## src/sfrc_pkg.sv

```systemverilog
package sfrc_pkg;

  // Register byte offsets
  localparam logic [7:0] OFF_CTRL = 8'h00;
  localparam logic [7:0] OFF_ADDR = 8'h04;
  localparam logic [7:0] OFF_LEN = 8'h08;
  localparam logic [7:0] OFF_CMD = 8'h0c;
  localparam logic [7:0] OFF_STATUS = 8'h10;
  localparam logic [7:0] OFF_DATA = 8'h14;
  localparam logic [7:0] OFF_CUR_ADDR = 8'h18;

  // Control register fields
  localparam int CTRL_TYPE_LSB = 0;
  localparam int CTRL_QPI_BIT = 3;
  localparam int CTRL_WIDE_BIT = 4;
  localparam int CTRL_EAR_BIT = 5;
  localparam int CTRL_DC_LSB = 6;
  localparam int CTRL_QE_BIT = 8;
  localparam int CTRL_BUSY_BIT = 9;
  localparam int CTRL_WIDTH = 10;

  // Command and status fields
  localparam int CMD_START_BIT = 0;
  localparam int CMD_STOP_BIT = 1;
  localparam int STAT_ACTIVE_BIT = 0;
  localparam int STAT_VALID_BIT = 1;
  localparam int STAT_REFUSED_BIT = 2;
  localparam int STAT_STOP_BIT = 3;

  // Reset values
  localparam logic [9:0] CTRL_RESET = 10'h000;
  localparam logic [31:0] ADDR_RESET = 32'h0000_0000;
  localparam logic [15:0] LEN_RESET = 16'h0001;

  // Read types
  localparam logic [2:0] RT_FAST = 3'h0;
  localparam logic [2:0] RT_DUAL_OUT = 3'h1;
  localparam logic [2:0] RT_DUAL_IO = 3'h2;
  localparam logic [2:0] RT_QUAD_OUT = 3'h3;
  localparam logic [2:0] RT_QUAD_IO = 3'h4;

  // Opcodes
  localparam logic [7:0] OP_FAST = 8'h0b;
  localparam logic [7:0] OP_DUAL_OUT = 8'h3b;
  localparam logic [7:0] OP_DUAL_IO = 8'hbb;
  localparam logic [7:0] OP_QUAD_OUT = 8'h6b;
  localparam logic [7:0] OP_QUAD_IO = 8'heb;

  // Clock counts, default address width and mode byte
  localparam int HALF_PERIOD_DEFAULT = 4;
  localparam int HALF_PERIOD_MIN = 3;
  localparam int MEM_ADDR_BITS_DEFAULT = 25;
  localparam logic [5:0] CMD_CLOCKS_SINGLE = 6'h08;
  localparam logic [5:0] CMD_CLOCKS_QUAD = 6'h02;
  localparam logic [5:0] MODE_CLOCKS = 6'h02;
  localparam logic [7:0] MODE_BITS = 8'h00;

  function automatic logic [7:0] opcode_of(input logic [2:0] t);
    unique case (t)
      RT_DUAL_OUT: opcode_of = OP_DUAL_OUT;
      RT_DUAL_IO: opcode_of = OP_DUAL_IO;
      RT_QUAD_OUT: opcode_of = OP_QUAD_OUT;
      RT_QUAD_IO: opcode_of = OP_QUAD_IO;
      default: opcode_of = OP_FAST;
    endcase
  endfunction

  function automatic logic [2:0] addr_lanes(input logic [2:0] t);
    addr_lanes = (t == RT_DUAL_IO) ? 3'h2 : (t == RT_QUAD_IO) ? 3'h4 : 3'h1;
  endfunction

  function automatic logic [2:0] data_lanes(input logic [2:0] t);
    data_lanes = (t == RT_DUAL_OUT || t == RT_DUAL_IO) ? 3'h2 :
                 (t == RT_QUAD_OUT || t == RT_QUAD_IO) ? 3'h4 : 3'h1;
  endfunction

  function automatic logic [5:0] dummy_clocks(input logic [2:0] t, input logic [1:0] dc);
    logic [5:0] r;
    r = 6'h08;
    if (t == RT_DUAL_IO) begin
      unique case (dc)
        2'h0: r = 6'h04;
        2'h1: r = 6'h06;
        2'h2: r = 6'h08;
        default: r = 6'h0a;
      endcase
    end else if (t == RT_QUAD_IO) begin
      unique case (dc)
        2'h0: r = 6'h06;
        2'h1: r = 6'h04;
        2'h2: r = 6'h08;
        default: r = 6'h0a;
      endcase
    end else begin
      unique case (dc)
        2'h0: r = 6'h08;
        2'h1: r = 6'h06;
        2'h2: r = 6'h08;
        default: r = 6'h0a;
      endcase
    end
    dummy_clocks = r;
  endfunction

endpackage

```

## src/sfrc_tick_gen.sv

```systemverilog
`timescale 1ns/1ns
`default_nettype none
module sfrc_tick_gen #(
  parameter int HALF = sfrc_pkg::HALF_PERIOD_DEFAULT
) (
  // Clock and reset
  input wire logic clock,
  input wire logic rst,
  // Control
  input wire logic run,
  input wire logic clear,
  // Serial clock edge requests
  output logic tick_rise,
  output logic tick_fall
);

  logic [7:0] cnt_q;
  logic phase_q;
  wire wrap_w = (cnt_q == 8'(HALF - 1));

  // Frozen while stalled so the serial clock simply stretches
  always_ff @(posedge clock or posedge rst) begin
    if (rst) begin
      cnt_q <= 8'h00;
      phase_q <= 1'b0;
    end else if (clear) begin
      cnt_q <= 8'h00;
      phase_q <= 1'b0;
    end else if (run) begin
      if (wrap_w) begin
        cnt_q <= 8'h00;
        phase_q <= ~phase_q;
      end else begin
        cnt_q <= cnt_q + 8'h01;
      end
    end
  end

  assign tick_rise = run & ~clear & wrap_w & ~phase_q;
  assign tick_fall = run & ~clear & wrap_w & phase_q;

endmodule
`default_nettype wire

```

## src/sfrc_host.sv

```systemverilog
// Design decisions made here: the APB interface to the registers and the register addresses.
`timescale 1ns/1ns
`default_nettype none
module sfrc_host #(
  parameter int HALF_PERIOD = sfrc_pkg::HALF_PERIOD_DEFAULT,
  parameter int MEM_ADDR_BITS = sfrc_pkg::MEM_ADDR_BITS_DEFAULT
) (
  // Clock and reset
  input wire logic clock,
  input wire logic rst,
  // APB slave
  input wire logic psel,
  input wire logic penable,
  input wire logic pwrite,
  input wire logic [31:0] paddr,
  input wire logic [31:0] pwdata,
  output logic [31:0] prdata,
  output logic pready,
  output logic pslverr,
  // Flash select and clock
  output logic flash_cs_n,
  output logic flash_sclk,
  // Flash data lines
  input wire logic io_line_0_in,
  output logic io_line_0_out,
  output logic io_line_0_oe,
  input wire logic io_line_1_in,
  output logic io_line_1_out,
  output logic io_line_1_oe,
  input wire logic io_line_2_in,
  output logic io_line_2_out,
  output logic io_line_2_oe,
  input wire logic io_line_3_in,
  output logic io_line_3_out,
  output logic io_line_3_oe
);

  if (HALF_PERIOD < sfrc_pkg::HALF_PERIOD_MIN || HALF_PERIOD > 255 ||
      MEM_ADDR_BITS < 1 || MEM_ADDR_BITS > 32) begin : g_bad_param
    $error("Parameter out of range");
  end

  localparam logic [31:0] ADDR_MASK = 32'((64'h1 << MEM_ADDR_BITS) - 64'h1);

  typedef enum logic [5:0] {
    S_IDLE = 6'h01,
    S_CMD = 6'h02,
    S_ADDR = 6'h04,
    S_DUMMY = 6'h08,
    S_DATA = 6'h10,
    S_END = 6'h20
  } sfrc_state_type;

  sfrc_state_type state_q;
  logic [9:0] ctrl_q;
  logic [31:0] addr_q, cur_addr_q, tx_q, prdata_q;
  logic [15:0] len_q, left_q;
  logic [7:0] rx_q, data_q;
  logic [5:0] cnt_q;
  logic [3:0] bitc_q, sync1_q, sync2_q, io_out_q, io_oe_q, lane_out_d, lane_oe_d;
  logic [2:0] type_q;
  logic [1:0] dc_q;
  logic qpi_q, wide_q, valid_q, refused_q, stop_q, sclk_q, cs_n_q;
  logic pready_q, pslverr_q, tick_rise, tick_fall;

  // Pin synchronisers and registered pin drive
  wire [3:0] io_in_w = {io_line_3_in, io_line_2_in, io_line_1_in, io_line_0_in};
  always_ff @(posedge clock or posedge rst) begin
    if (rst) begin
      sync1_q <= 4'h0;
      sync2_q <= 4'h0;
      io_out_q <= 4'h0;
      io_oe_q <= 4'h0;
    end else begin
      sync1_q <= io_in_w;
      sync2_q <= sync1_q;
      io_out_q <= lane_out_d;
      io_oe_q <= lane_oe_d;
    end
  end

  // State decode
  wire st_idle = (state_q == S_IDLE);
  wire st_cmd = (state_q == S_CMD);
  wire st_addr = (state_q == S_ADDR);
  wire st_dummy = (state_q == S_DUMMY);
  wire st_data = (state_q == S_DATA);
  wire st_end = (state_q == S_END);

  // APB decode
  wire access_w = psel & penable & ~pready_q;
  wire wr_fire = psel & penable & pready_q & pwrite;
  wire rd_fire = psel & penable & pready_q & ~pwrite;
  wire page_ok = (paddr[31:8] == 24'h000000);
  wire sel_ctrl = page_ok & (paddr[7:0] == sfrc_pkg::OFF_CTRL);
  wire sel_addr = page_ok & (paddr[7:0] == sfrc_pkg::OFF_ADDR);
  wire sel_len = page_ok & (paddr[7:0] == sfrc_pkg::OFF_LEN);
  wire sel_cmd = page_ok & (paddr[7:0] == sfrc_pkg::OFF_CMD);
  wire sel_status = page_ok & (paddr[7:0] == sfrc_pkg::OFF_STATUS);
  wire sel_data = page_ok & (paddr[7:0] == sfrc_pkg::OFF_DATA);
  wire sel_cur = page_ok & (paddr[7:0] == sfrc_pkg::OFF_CUR_ADDR);
  wire hit_w = sel_ctrl | sel_addr | sel_len | sel_cmd | sel_status | sel_data | sel_cur;

  wire [31:0] status_w = {left_q, 12'h000, stop_q, refused_q, valid_q, ~st_idle};
  wire [31:0] rd_word_w = sel_ctrl ? {22'h000000, ctrl_q} :
                          sel_addr ? addr_q :
                          sel_len ? {16'h0000, len_q} :
                          sel_status ? status_w :
                          sel_data ? {24'h000000, data_q} :
                          sel_cur ? cur_addr_q : 32'h0000_0000;

  // Control fields as written by software
  wire [2:0] c_type = ctrl_q[sfrc_pkg::CTRL_TYPE_LSB +: 3];
  wire c_qpi = ctrl_q[sfrc_pkg::CTRL_QPI_BIT];
  wire c_wide = ctrl_q[sfrc_pkg::CTRL_WIDE_BIT];
  wire c_ear = ctrl_q[sfrc_pkg::CTRL_EAR_BIT];
  wire c_qe = ctrl_q[sfrc_pkg::CTRL_QE_BIT];
  wire c_busy = ctrl_q[sfrc_pkg::CTRL_BUSY_BIT];

  // Start checks
  wire start_req = wr_fire & sel_cmd & pwdata[sfrc_pkg::CMD_START_BIT];
  wire stop_req = wr_fire & sel_cmd & pwdata[sfrc_pkg::CMD_STOP_BIT];
  wire bad_busy = c_busy;
  wire bad_qe = (c_type == sfrc_pkg::RT_QUAD_IO) & ~c_qe;
  wire bad_qpi = c_qpi & (c_type != sfrc_pkg::RT_QUAD_IO);
  wire bad_high = ~c_wide & ~c_ear & (addr_q[31:24] != 8'h00);
  wire bad_type = (c_type > sfrc_pkg::RT_QUAD_IO) | (len_q == 16'h0000);
  wire start_bad = ~st_idle | bad_busy | bad_qe | bad_qpi | bad_high | bad_type;
  wire start_ok = start_req & ~start_bad;
  wire refuse_set = start_req & start_bad;

  // Phase geometry from the latched read type
  wire [2:0] cw_w = qpi_q ? 3'h4 : 3'h1;
  wire [2:0] aw_w = sfrc_pkg::addr_lanes(type_q);
  wire [2:0] dw_w = sfrc_pkg::data_lanes(type_q);
  wire [2:0] lane_w = st_cmd ? cw_w : (st_addr | st_dummy) ? aw_w : dw_w;
  wire [5:0] addr_clocks_w = (aw_w == 3'h4) ? (wide_q ? 6'h08 : 6'h06) :
                             (aw_w == 3'h2) ? (wide_q ? 6'h10 : 6'h0c) :
                             (wide_q ? 6'h20 : 6'h18);
  wire [5:0] dummy_w = sfrc_pkg::dummy_clocks(type_q, dc_q);
  wire [3:0] cpb_w = (dw_w == 3'h4) ? 4'h2 : (dw_w == 3'h2) ? 4'h4 : 4'h8;
  wire mode_w = (type_q == sfrc_pkg::RT_QUAD_IO) & ((dummy_w - cnt_q) < sfrc_pkg::MODE_CLOCKS);

  // Top bits leave first, top line carries the top bit
  wire [31:0] tx_shift_w = (lane_w == 3'h4) ? {tx_q[27:0], 4'h0} :
                           (lane_w == 3'h2) ? {tx_q[29:0], 2'h0} : {tx_q[30:0], 1'b0};
  wire [3:0] drive_w = (lane_w == 3'h4) ? tx_q[31:28] :
                       (lane_w == 3'h2) ? {2'b11, tx_q[31:30]} : {3'b110, tx_q[31]};
  wire [7:0] rx_next_w = (dw_w == 3'h4) ? {rx_q[3:0], sync2_q} :
                         (dw_w == 3'h2) ? {rx_q[5:0], sync2_q[1:0]} : {rx_q[6:0], sync2_q[1]};
  wire [31:0] addr_load_w = wide_q ? cur_addr_q : {cur_addr_q[23:0], 8'h00};
  wire [31:0] addr_inc_w = (cur_addr_q + 32'h0000_0001) & ADDR_MASK;

  // Lane drive per phase; spare lanes held high as write protect and hold, except lines 2 and 3 released in the quad output dummy phase
  always_comb begin
    lane_out_d = 4'h0;
    lane_oe_d = 4'h0;
    unique case (state_q)
      S_IDLE, S_END: lane_out_d = 4'h0;
      S_CMD, S_ADDR: begin
        lane_out_d = drive_w;
        lane_oe_d = (lane_w == 3'h1) ? 4'hd : 4'hf;
      end
      S_DUMMY: begin
        if (type_q == sfrc_pkg::RT_QUAD_IO) begin
          lane_oe_d = mode_w ? 4'hf : 4'h0;
          lane_out_d = 4'h0;
        end else if (type_q == sfrc_pkg::RT_DUAL_IO) begin
          lane_oe_d = 4'hc;
          lane_out_d = 4'hc;
        end else if (type_q == sfrc_pkg::RT_QUAD_OUT) begin
          lane_oe_d = 4'h1;
          lane_out_d = 4'h0;
        end else begin
          lane_oe_d = 4'hd;
          lane_out_d = 4'hc;
        end
      end
      S_DATA: begin
        lane_oe_d = (dw_w == 3'h4) ? 4'h0 : (dw_w == 3'h2) ? 4'hc : 4'hd;
        lane_out_d = 4'hc;
      end
    endcase
  end

  // Stall before the next rise while a byte waits unread
  wire stall_w = st_data & valid_q & ~sclk_q & ~stop_q;
  wire run_w = ~st_idle & ~stall_w;

  sfrc_tick_gen #(.HALF(HALF_PERIOD)) u_tick (
    .clock(clock),
    .rst(rst),
    .run(run_w),
    .clear(st_idle),
    .tick_rise(tick_rise),
    .tick_fall(tick_fall)
  );

  // APB registers
  always_ff @(posedge clock or posedge rst) begin
    if (rst) begin
      pready_q <= 1'b0;
      pslverr_q <= 1'b0;
      prdata_q <= 32'h0000_0000;
      ctrl_q <= sfrc_pkg::CTRL_RESET;
      addr_q <= sfrc_pkg::ADDR_RESET;
      len_q <= sfrc_pkg::LEN_RESET;
    end else begin
      pready_q <= access_w;
      pslverr_q <= access_w & ~hit_w;
      if (access_w) begin
        prdata_q <= (hit_w & ~pwrite) ? rd_word_w : 32'h0000_0000;
      end
      if (wr_fire & sel_ctrl) begin
        ctrl_q <= pwdata[9:0];
      end
      if (wr_fire & sel_addr) begin
        addr_q <= pwdata;
      end
      if (wr_fire & sel_len) begin
        len_q <= pwdata[15:0];
      end
    end
  end

  // Sticky flags; a set in the clearing cycle wins
  wire refused_clr = wr_fire & sel_status & pwdata[sfrc_pkg::STAT_REFUSED_BIT];
  wire valid_set = st_data & tick_rise & (bitc_q == 4'h1);
  wire valid_clr = rd_fire & sel_data;

  // Sequencer; lines change after falls, device samples on rises
  always_ff @(posedge clock or posedge rst) begin
    if (rst) begin
      refused_q <= 1'b0;
      valid_q <= 1'b0;
      state_q <= S_IDLE;
      cnt_q <= 6'h00;
      bitc_q <= 4'h0;
      tx_q <= 32'h0000_0000;
      rx_q <= 8'h00;
      data_q <= 8'h00;
      left_q <= 16'h0000;
      cur_addr_q <= 32'h0000_0000;
      type_q <= sfrc_pkg::RT_FAST;
      dc_q <= 2'h0;
      qpi_q <= 1'b0;
      wide_q <= 1'b0;
      stop_q <= 1'b0;
      sclk_q <= 1'b0;
      cs_n_q <= 1'b1;
    end else begin
      refused_q <= refuse_set | (refused_q & ~refused_clr);
      valid_q <= valid_set | (valid_q & ~valid_clr);
      if (tick_rise & ~st_end) begin
        sclk_q <= 1'b1;
      end
      if (tick_fall) begin
        sclk_q <= 1'b0;
      end
      if (stop_req & ~st_idle) begin
        stop_q <= 1'b1;
      end
      unique case (state_q)
        S_IDLE: begin
          if (start_ok) begin
            type_q <= c_type;
            qpi_q <= c_qpi;
            wide_q <= c_wide;
            dc_q <= ctrl_q[sfrc_pkg::CTRL_DC_LSB +: 2];
            cs_n_q <= 1'b0;
            state_q <= S_CMD;
            cnt_q <= c_qpi ? sfrc_pkg::CMD_CLOCKS_QUAD : sfrc_pkg::CMD_CLOCKS_SINGLE;
            tx_q <= {sfrc_pkg::opcode_of(c_type), 24'h000000};
            left_q <= len_q;
            cur_addr_q <= addr_q & ADDR_MASK;
            stop_q <= 1'b0;
          end
        end
        S_CMD: begin
          if (tick_fall) begin
            if (cnt_q == 6'h01) begin
              state_q <= S_ADDR;
              cnt_q <= addr_clocks_w;
              tx_q <= addr_load_w;
            end else begin
              cnt_q <= cnt_q - 6'h01;
              tx_q <= tx_shift_w;
            end
          end
        end
        S_ADDR: begin
          if (tick_fall) begin
            if (cnt_q == 6'h01) begin
              state_q <= S_DUMMY;
              cnt_q <= dummy_w;
              tx_q <= {sfrc_pkg::MODE_BITS, 24'h000000};
            end else begin
              cnt_q <= cnt_q - 6'h01;
              tx_q <= tx_shift_w;
            end
          end
        end
        S_DUMMY: begin
          if (tick_fall) begin
            if (cnt_q == 6'h01) begin
              state_q <= S_DATA;
              bitc_q <= cpb_w;
            end else begin
              cnt_q <= cnt_q - 6'h01;
            end
          end
        end
        S_DATA: begin
          if (tick_rise) begin
            rx_q <= rx_next_w;
            if (bitc_q == 4'h1) begin
              data_q <= rx_next_w;
              left_q <= left_q - 16'h0001;
              cur_addr_q <= addr_inc_w;
              bitc_q <= cpb_w;
            end else begin
              bitc_q <= bitc_q - 4'h1;
            end
          end
          if (tick_fall & (stop_q | (left_q == 16'h0000))) begin
            state_q <= S_END;
            cs_n_q <= 1'b1;
          end
        end
        S_END: begin
          if (tick_rise) begin
            state_q <= S_IDLE;
          end
        end
      endcase
    end
  end

  assign prdata = prdata_q;
  assign pready = pready_q;
  assign pslverr = pslverr_q;
  assign flash_cs_n = cs_n_q;
  assign flash_sclk = sclk_q;
  assign {io_line_3_out, io_line_2_out, io_line_1_out, io_line_0_out} = io_out_q;
  assign {io_line_3_oe, io_line_2_oe, io_line_1_oe, io_line_0_oe} = io_oe_q;

endmodule
`default_nettype wire

```

## config.mk

```make
export PLATFORM = sky130hd
export DESIGN_NAME = sfrc_host
export DESIGN_NICKNAME = d
export VERILOG_FILES = /design/src/sfrc_pkg.sv /design/src/sfrc_tick_gen.sv /design/src/sfrc_host.sv
export SDC_FILE = /design/constraint.sdc
export NUM_CORES = 1
export LEC_CHECK = 0
export ABC_AREA = 1
export BUFFER_PORTS_ARGS = -buffer_cell sky130_fd_sc_hd__buf_4
export CAP_MARGIN = 20
export CORE_UTILIZATION = 25
export DETAILED_ROUTE_END_ITERATION = 10
export PLACE_DENSITY = 0.39
export SYNTH_ARGS = -nofsm -noshare
export SYNTH_HDL_FRONTEND = slang
export SYNTH_SLANG_ARGS = --single-unit
export TNS_END_PERCENT = 100
```

## constraint.sdc

```tcl
create_clock -name clock -period 7.21 [get_ports clock]
set_input_delay 0.3605 -clock clock [delete_from_list [all_inputs] [get_ports clock]]
set_output_delay 0.3605 -clock clock [all_outputs]
set_load 0.01 [all_outputs]
```

==> results of run 1 <==
==> layer usage <==
metal | up-vias | GRT usage, % | share of wire (%)
met5 | - | 0 | 0
met4 | 0 | 4.33 | 2.1
met3 | 57 | 2.26 | 4.6
met2 | 283 | 27.8 | 45
met1 | 6076 | 25.1 | 48
li1 | 6395 | - | -
==> through the flow <==
| step | util (%) | total power (W) | worst slack (ps) |
|---|---|---|---|
| after global placement | 28.1 | 0.00141 | 3670 |
| after global routing | 29.9 | 0.00294 | 3260 |
| after CTS | 29.9 | 0.00289 | 3520 |
| after floorplan | - | 0.00136 | 493 |
| final | 29.9 | 0.00284 | 3580 |
| after detailed placement | 28.1 | 0.00141 | 3560 |
==> state kept, by name (all words and copies together) (netlist names), 2 cells and up <==
name and count:
state_q 6, dc_q 2, cur_addr_q 25, len_q 16, addr_q 32, io_out_q 4
left_q 16, u_tick.cnt_q 8, data_q 8, tx_q 32, bitc_q 4, type_q 3
sync2_q 4, prdata 32, io_oe_q 3, rx_q 7, cnt_q 6, sync1_q 4
ctrl_q 10
==> cells in the final DEF, fill, tap and decap left out, types with 5 or more instances in the layout <==
cell type,instances
o21ai_0,170
clkinv_2,6
clkbuf_8,7
xor2_1,21
nand2_1,509
nor2_2,6
a21oi_1,93
nor3_1,28
dlygate4sd3_1,5
dfrtp_1,229
o221ai_1,5
clkbuf_1,6
o21bai_1,7
inv_1,242
nand3_1,135
o22ai_1,39
buf_4,126
o211ai_1,24
nor2_1,167
o21ai_1,43
ha_1,18
nand4_1,31
clkbuf_16,29
==> cell usage after synthesis (3+ instances only) <==
cell type / count
a21oi_1: 93
a31oi_1: 4
buf_2: 26
buf_4: 3
clkbuf_1: 44
dfrtp_1: 229
dfstp_2: 3
ha_1: 18
inv_1: 243
inv_2: 4
nand2_1: 510
nand3_1: 135
nand3_2: 4
nand3b_1: 3
nand4_1: 31
nand4_2: 4
nor2_1: 167
nor2_2: 6
nor3_1: 29
o211ai_1: 24
o21ai_0: 170
o21ai_1: 43
o21bai_1: 7
o221ai_1: 5
o22ai_1: 39
xor2_1: 21
==> final cells by class <==
class	instances	area share [%]
well taps	696	5.42
flip-flops and latches	232	36.1
clock inverters	8	0.428
repair buffers	133	6.41
multi-input cells	1345	40.5
clock buffers	42	5.25
inverters	249	5.86
==> cell families after synthesis <==
| group | Yosys count |
|---|---|
| adder cells (fa/ha/maj) | 19 |
| XOR/XNOR | 22 |
| flip-flops | 232 |
| buffers and inverters | 323 |
| AO/OA/AOI/OAI | 398 |
| AND/OR/NAND/NOR | 903 |
| multiplexers | 3 |
==> how the worst min path moves through the flow <==
stage | endpoint | slack [ps] | cells after the start
after floorplan | sync2_q[0]$_DFF_PP0_ | 330 | 0
after global placement | sync2_q[2]$_DFF_PP0_ | 340 | 0
after detailed placement | sync2_q[1]$_DFF_PP0_ | 340 | 0
after CTS | addr_q[26]$_DFFE_PP0P_ | 20 | 3
after global routing | addr_q[24]$_DFFE_PP0P_ | 40 | 3
final | addr_q[24]$_DFFE_PP0P_ | 40 | 3
==> where the power goes <==
| group | internal [W] | switching [W] |
|---|---|---|
| Combinational | 0.0000317 | 0.0000490 |
| Sequential | 0.00131 | 0.00000108 |
| Clock | 0.000838 | 0.000610 |
==> tightest hold or removal path, delay by kind of cell <==
family	cells	cell delay, ps
AOI/OAI and AO/OA	1	90
buffers and inverters	1	80
and+or+nand+nor	1	30
==> results by group, run 1 <==
Status
  • Status: completed

Die
  • Rows: 85
  • Die Y: 235 um
  • Die width: 235 um
  • Placeable Area: 0.0537 mm^2
  • Die area: 0.0553 mm^2
  • I/O pin count: 117
  • Starting Density: 25.3%

Drt
  • Routed Antenna Nets: 0
  • Routed vias: 12,800
  • Routed length per instance: 18.0 um
  • 1st-pass router iterations: 5
  • Starting DRT DRC Count: 963
  • DR vias/cell: 4.74
  • Drt drc: 0
  • Drt total wl: 48,700 um

Clock network
  • CTS tree: built
  • Clock Pin Slew Worst Setup and Hold Paths: 60 ps
  • CTS Hold Buffers Added: 5
  • Post-CTS Resized: 0
  • Clock Tree Root: clkbuf_16
  • Total CTS buffers: 29
  • H-tree Lvls: 1
  • Sink Count: 232
  • Clock buffer depth: 3
  • Skew-Pair Late Insertion Delay: 590 ps
  • Setup bufs post-CTS: 0

Critical path
  • Startpoint Class: flip-flop
  • Maximum fanout along the worst path: 52
  • Crit path depth: 12
  • WP buf/inv: 4
  • Critical Path Sink Type: flip-flop
  • Crit path cell chain: nor2_2 -> nand4_2 -> buf_4 -> inv_2 -> buf_4 -> nand2_4 -> nand4_2 -> a21oi_1 -> nand2_1 -> buf_4 -> o21ai_0 -> o21ai_1
  • Worst R2R End: left_q[8]$_DFFE_PP0P_
  • Cell family with most CP delay: buffers and inverters
  • Worst R2R Setup Slack: 3580 ps
  • WS Path Type: reg2reg
  • Worst EP arrival: 4080 ps
  • Worst Setup EP: left_q[8]$_DFFE_PP0P_
  • Worst EP required: 7660 ps
  • Most frequent cell on the critical path: buf_4
  • Worst r2r src: state_q[0]$_DFFE_PP1P_
  • CP peak stage delay: 570 ps
  • Crit path from: state_q[0]$_DFFE_PP1P_
  • Slowest stage cell, crit path: dfstp_2
  • Reg2Reg Depth: 12

Synth
  • Area leader, netlist: dfrtp_1
  • Synth Register Bits: 232
  • Yosys warns: 0
  • Largest family of logic cells by synthesized area: simple AND/OR/NAND/NOR gates
  • Mux contribution to synthesized area: 0.230%
  • Top post-synthesis cells by area: dfrtp_1 (42%), nand2_1 (14%), inv_1 (6.7%)
  • Mapped cell area: 0.0136 mm^2
  • Synthesized area per cell: 7.15 um^2
  • Synth cell types: 49
  • Sequential area share after synthesis: 42.8%
  • Post-synth top area share: 42.2%
  • Synth Area in Compound Gates: 16.1%
  • Simple-gate share of the synthesized area: 28.4%
  • Mapped Cells: 1,900
  • Synth Flop Type: dfrtp_1
  • Number of synthesized flops with an enable pin: 0
  • Synth Area in Adders: 1.81%
  • Syn nets: 1,992
  • Fraction of registers with async set/reset: 100%
  • Xor/xnor share of the synthesized area: 1.42%

Power and ir drop
  • P per Cell Area: 176 mW/mm^2
  • Lkg Pwr: 7.82 nW
  • VDD IR max: 0.181 mV

Placed design
  • Placed cell area: 0.0151 mm^2
  • Port buffer count: 116
  • Detail Placement HPWL: 35,700 um
  • Routability cong.: 0.851
  • Cells after DPL: 2,649

STA
  • Final hold violations: 0
  • Fin. max-slew vios: 0
  • Rel. slew slack: 36.7%
  • Final Setup Violations: 0
  • Final Skew: 33.2 ps
  • Fin crit share: 50.4%
  • Max Clk Rate: 275 MHz
  • Final min period: 3630 ps
  • Setup TNS: 0 ps
  • Worst-Margin Slew: 950 ps
  • RSZ-0062 raised after global routing: no
  • Min Hold Slack: 37.6 ps

Min path
  • Worst hold path class: in2reg
  • Worst Min Path Start: pwdata[24]

Cells and area
  • Storage cell area: 0.00581 mm^2
  • FILL cells: 5,881
  • Area of the multi-input gates: 0.00652 mm^2
  • Layout cells sized above 1: 10.4%
  • Nets: 2,082
  • Antenna cells: 0
  • Area Growth Syn to Fin: 18.4%
  • Non-Filler Instances: 2,705
  • Final Instance Area: 0.0161 mm^2

GRT
  • Vias in the first global route: 12,400
  • Largest net degree at the start of global routing: 156
  • Global-route wire length before repair: 76,200 um
  • Initial antenna violation count: 0
  • Global route overflow: 0
  • GRT Overall Usage: 17.5%

Job
  • Maxcap violations: 0
No activity file was read; power rests on OpenSTA's default activity.
==> inputs of run 2 (changes only) <==
- PLACE_DENSITY: 0.39 -> 0.38
- clock period: 7.21 -> 3.4 ns (I/O delays scaled with it)
==> results by group, run 2 (synthesis results as in run 1) <==
Status
  • Status: completed

Drt
  • Routed Antenna Nets: 0
  • Drt total wl: 49,900 um
  • Starting DRT DRC Count: 999
  • 1st-pass router iterations: 5
  • DR vias/cell: 4.78
  • Routed length per instance: 18.0 um
  • Drt drc: 0
  • Routed vias: 13,200

Die
  • I/O pin count: 117
  • Starting Density: 25.3%
  • Die area: 0.0553 mm^2
  • Die width: 235 um
  • Placeable Area: 0.0537 mm^2
  • Die Y: 235 um
  • Rows: 85

Power and ir drop
  • VDD IR max: 0.316 mV
  • Tot Pwr: 0.00632 W
  • Lkg Pwr: 8.14 nW
  • P per Cell Area: 377 mW/mm^2

STA
  • Fin. max-slew vios: 0
  • Setup TNS: 0 ps
  • Rel. slew slack: 38.8%
  • Final Skew: 18.1 ps
  • Min Hold Slack: 69.7 ps
  • Worst-Margin Slew: 917 ps
  • Max Clk Rate: 323 MHz
  • Fin crit share: 91.2%
  • Final hold violations: 0
  • Final min period: 3100 ps
  • RSZ-0062 raised after global routing: no
  • Final Setup Violations: 0

Cells and area
  • Most frequent cells in the layout: nand2_1 (509), inv_1 (242), dfrtp_1 (229)
  • Nets: 2,146
  • Area Growth Syn to Fin: 23.4%
  • Layout cells sized above 1: 11.9%
  • Fin util: 31.2%
  • Non-Filler Instances: 2,773
  • Antenna cells: 0
  • Most common cell after layout, fill and taps aside: nand2_1

Clock network
  • CTS tree: built
  • Skew-Pair Late Insertion Delay: 570 ps
  • Clock Tree Root: clkbuf_16
  • Clock Pin Slew Worst Setup and Hold Paths: 60 ps
  • Clock buffer depth: 3
  • CTS Hold Buffers Added: 39
  • Sink Count: 232
  • Post-CTS Resized: 0
  • Setup bufs post-CTS: 0
  • H-tree Lvls: 1
  • Total CTS buffers: 31

Job
  • Maxcap violations: 0

Critical path
  • WS Path Type: reg2reg
  • Startpoint Class: flip-flop
  • Worst EP required: 3810 ps
  • Maximum fanout along the worst path: 9
  • Worst EP arrival: 3510 ps
  • Critical Path Sink Type: flip-flop

GRT
  • Global route overflow: 0
  • GRT Overall Usage: 18.3%
  • Global-route wire length before repair: 79,800 um
  • Vias in the first global route: 13,200
  • Initial antenna violation count: 0
  • Largest net degree at the start of global routing: 90

Placed design
  • Port buffer count: 116
  • Routability cong.: 0.839
  • Detail Placement HPWL: 37,100 um
  • Cells after DPL: 2,678

Min path
  • Worst hold path class: in2reg
[run 2: cell types whose count changed in the layout (fill, tap and decap cells not counted)]
cell           before  now
clkinvlp_4          0    5
dlygate4sd3_1       5   39
clkbuf_1            6    2
buf_8               1    0
clkinv_2            6    9
buf_4             126  154
clkinv_4            0    2
bufinv_16           1    3
inv_6               1    0
clkbuf_16          29   31
clkbuf_8            7    4
buf_12              1    2
[run 2: cell type report]
type	count	area, um^2
Fill cell	5862	37000
Multi-Input combinational cell	1345	6520
Sequential cell	232	5810
Timing Repair Buffer	195	1590
Inverter	249	938
Tap cell	696	871
Clock buffer	37	838
Clock inverter	19	194
[run 2: path summary, 6_finish.rpt]
path / start / to / slack [ps] / cells after the start
worst max-delay path: type_q[1]$_DFFE_PP0P_ / io_oe_q[2]$_DFF_PP0_ / 300 / 16
worst min-delay path: pwrite / prdata[12]$_DFFE_PP0P_ / 70 / 4
worst max register to register: type_q[1]$_DFFE_PP0P_ / io_oe_q[2]$_DFF_PP0_ / 300 / 16
worst min register to register: sync1_q[3]$_DFF_PP0_ / sync2_q[3]$_DFF_PP0_ / 350 / 0
max in group asynchronous: rst / addr_q[9]$_DFFE_PP0P_ / 2350 / 4
min in group asynchronous: rst / prdata[0]$_DFFE_PP0P_ / 180 / 3
[run 2: metrics by stage]
| stage | setup WS [ps] | instance area (um^2) |
|---|---|---|
| 6_report | 300 | 16800 |
| 5_1_grt | 10.1 | 16800 |
| 4_1_cts | 323 | 16800 |
| 3_5_place_dp | 336 | 15300 |
| 3_3_place_gp | 333 | 15300 |
| 2_1_floorplan | 197 | 13600 |
[run 2: power breakdown]
group | switching (W) | internal [W] | leakage [nW]
logic | 0.000113 | 0.0000969 | 4.75
registers | 0.00000200 | 0.00277 | 2.88
clock network | 0.00136 | 0.00198 | 0.506
[run 2: worst max-delay path, cell delays in order, from the launching register on]
cell      delay [ps]
dfrtp_1          400
nor2_1           150
nand2_1          260
nand2_1          240
inv_1             50
o21ai_0          320
inv_1            100
ha_1             350
a21oi_1          150
nand2_1          100
nand2_1           60
a21oi_1           60
or2_2            270
nand3_1          130
nand2_1          110
nand3_1           80
o211ai_1         120
[run 2: metal layers]
metal | global-route usage (%) | up-vias | part of all wire [%]
met2 | 28.5 | 302 | 44
met5 | 0 | - | 0
met4 | 5.18 | 0 | 2.7
met3 | 1.76 | 68 | 4.4
met1 | 26.8 | 6369 | 48
li1 | - | 6507 | -
==> inputs of run 3 (changes only) <==
- CORE_ASPECT_RATIO: default -> 0.7
- SYNTH_HIERARCHICAL: default -> 1
==> results by group, run 3 <==
Placed design
  • Routability cong.: 0.860
  • Port buffer count: 116
  • Detail Placement HPWL: 39,500 um

Synth
  • Mapped cell area: 0.0141 mm^2
  • Synth cell types: 52
  • Most frequent cell after synthesis: nand2_1
  • Largest family of logic cells by synthesized area: simple AND/OR/NAND/NOR gates
  • Synth Area in Adders: 1.83%
  • Fraction of registers with async set/reset: 100%
  • Synth Register Bits: 232
  • Mapped Cells: 1,971
  • Number of synthesized flops with an enable pin: 0
  • Post-synth top area share: 40.8%
  • Top post-synthesis cells by area: dfrtp_1 (41%), nand2_1 (14%), inv_1 (6.3%)
  • Synth Area in Compound Gates: 14.0%
  • Xor/xnor share of the synthesized area: 1.99%
  • Synth cell count leaders: nand2_1 (517), inv_1 (235), dfrtp_1 (229)
  • Mux contribution to synthesized area: 0.784%
  • Synth Flop Type: dfrtp_1
  • Yosys warns: 6
  • Area leader, netlist: dfrtp_1
  • Sequential area share after synthesis: 41.3%
  • Syn nets: 2,064
  • Synthesized area per cell: 7.13 um^2
  • Simple-gate share of the synthesized area: 30.7%

Critical path
  • WS Path Type: reg2reg
  • Reg2Reg Depth: 16
  • Startpoint Class: flip-flop
  • Worst EP arrival: 3400 ps
  • Critical Path Sink Type: flip-flop
  • Maximum fanout along the worst path: 33
  • Worst EP required: 3900 ps

Drt
  • 1st-pass router iterations: 5
  • Drt drc: 0
  • Starting DRT DRC Count: 1,189
  • Routed Antenna Nets: 0
  • Drt total wl: 53,000 um
  • Routed vias: 13,500
  • Routed length per instance: 18.4 um
  • DR vias/cell: 4.70

Clock network
  • Clock buffer depth: 3
  • Sink Count: 232
  • H-tree Lvls: 1
  • Clock Pin Slew Worst Setup and Hold Paths: 60 ps
  • Clock Tree Root: clkbuf_16
  • Skew-Pair Late Insertion Delay: 590 ps
  • CTS tree: built
  • Total CTS buffers: 28

GRT
  • Global-route wire length before repair: 82,100 um
  • Vias in the first global route: 13,100
  • Initial antenna violation count: 1
  • Largest net degree at the start of global routing: 99
  • Global route overflow: 0
  • GRT Overall Usage: 18.5%

Cells and area
  • FILL cells: 6,047
  • Fin util: 31.1%
  • Area Growth Syn to Fin: 22.7%
  • Most frequent cells in the layout: nand2_1 (517), inv_1 (234), dfrtp_1 (229)
  • Layout cells sized above 1: 12.1%
  • Most common cell after layout, fill and taps aside: nand2_1
  • Storage cell area: 0.00581 mm^2
  • Nets: 2,204
  • Area of the multi-input gates: 0.00694 mm^2

Power and ir drop
  • Combinational share of power: 3.5%
  • Net Sw Power: 0.00147 W
  • VDD IR max: 0.325 mV
  • Sw Share: 23.2%
  • Clk pwr share: 52.8%
  • Lkg Pwr: 8.34 nW
  • Sequential share of power: 43.7%
  • P per Cell Area: 368 mW/mm^2
  • Power Internal: 0.00487 W

Job
  • Maxcap violations: 0

STA
  • RSZ-0062 raised after global routing: no
  • Final min period: 2890 ps
  • Setup TNS: 0 ps
  • Fin crit share: 85.1%
  • Final Setup Violations: 0
  • Max Clk Rate: 345 MHz
  • Min Hold Slack: 110 ps
  • Fin. max-slew vios: 0
  • Final hold violations: 0
  • Rel. slew slack: 51.1%
  • Worst-Margin Slew: 731 ps
  • Final Skew: 26.2 ps

Status
  • Status: completed

Die
  • Starting Density: 25.4%
  • Die width: 285 um
  • Die area: 0.0572 mm^2
  • I/O pin count: 117
  • Rows: 72
  • Placeable Area: 0.0554 mm^2
  • Die Y: 200 um

Min path
  • Worst Hold Depth: 5
  • Worst hold path class: in2reg
-- run 3: cell types whose count changed after synthesis, sizes merged, moves of 9 or more --
cell | previous run | this run
clkbuf | 44 | 53
xor2 | 21 | 30
a21oi | 93 | 81
nand3 | 140 | 121
nor3b | 0 | 13
nand2 | 514 | 526
nor2 | 175 | 213
nand4 | 37 | 53
mux2i | 2 | 11
o22ai | 39 | 13
nand3b | 3 | 16
-- run 3: cell type report --
class                      count  share of cell area, %
timing repair buffer         194                   9.33
sequential                   232                   33.7
multi-input combinational   1402                   40.2
clock buffer                  38                   4.57
inverter                     253                   5.53
tap                          740                   5.37
clock inverter                14                   1.25
antenna                        2                 0.0290
-- run 3: layer usage --
metal / track usage [%] / wire length [um]
met1: 30.1 / 28700
met2: 25.0 / 20500
met3: 3.03 / 2940
met4: 3.28 / 803
met5: 0 / 0
-- run 3: worst max-delay path, stage by stage, from the launching register on --
cell,delay [ps]
dfstp_2,550
nor2_2,60
nand2_1,110
nor3_4,50
a41oi_1,210
inv_1,90
nor2_1,210
nand2_1,90
nor2_1,90
buf_4,290
inv_1,90
nand2_1,320
nand3_2,110
buf_4,280
nand2_1,100
inv_1,40
nor2_1,90
-- run 3: final timing paths --
check | from | to | slack [ps]
worst max-delay path | state_q[0]$_DFFE_PP1P_ | tx_q[11]$_DFFE_PP0P_ | 510
min in group asynchronous | rst | u_tick/cnt_q[3]$_DFFE_PP0P_ | 150
worst max register to register | state_q[0]$_DFFE_PP1P_ | tx_q[11]$_DFFE_PP0P_ | 510
worst min-delay path | psel | refused_q$_DFF_PP0_ | 110
worst min register to register | sync1_q[2]$_DFF_PP0_ | sync2_q[2]$_DFF_PP0_ | 350
max in group asynchronous | rst | addr_q[21]$_DFFE_PP0P_ | 2210
-- run 3: timing repair --
action / CTS / global route
setup buffers: 0 / 0
gates resized for setup: 0 / 1
endpoints found under the hold margin: 103 / 0
hold buffers: 41 / 0
endpoints found under the setup margin: 0 / 1
-- run 3: cells by family after synthesis --
kind of cell | after synthesis
DFF | 232
and+or+nand+nor | 978
xor gates and xnor gates | 32
AOI/OAI and AO/OA | 361
muxes | 11
buffers and inverters | 337
adders and majority gates | 20
-- run 3: power by group through the flow --
| stage | Sequential, W | Clock [W] | Combinational, W |
|---|---|---|---|
| final | 0.00277 | 0.00335 | 0.000221 |
| after floorplan | 0.00282 | 0 | 0.0000712 |
| after global placement | 0.00282 | 0 | 0.000192 |
| after CTS | 0.00277 | 0.00346 | 0.000231 |
| after global routing | 0.00277 | 0.00355 | 0.000249 |
| after detailed placement | 0.00282 | 0 | 0.000193 |
-- run 3: metrics by stage --
step	instances	total power [W]	cell area, um^2	worst slack, ps
2_1_floorplan	1971	0.00289	14100	322
3_3_place_gp	2780	0.00301	15800	472
3_5_place_dp	2780	0.00301	15800	409
4_1_cts	2873	0.00645	17200	344
5_1_grt	2873	0.00657	17200	177
6_report	2875	0.00634	17200	505
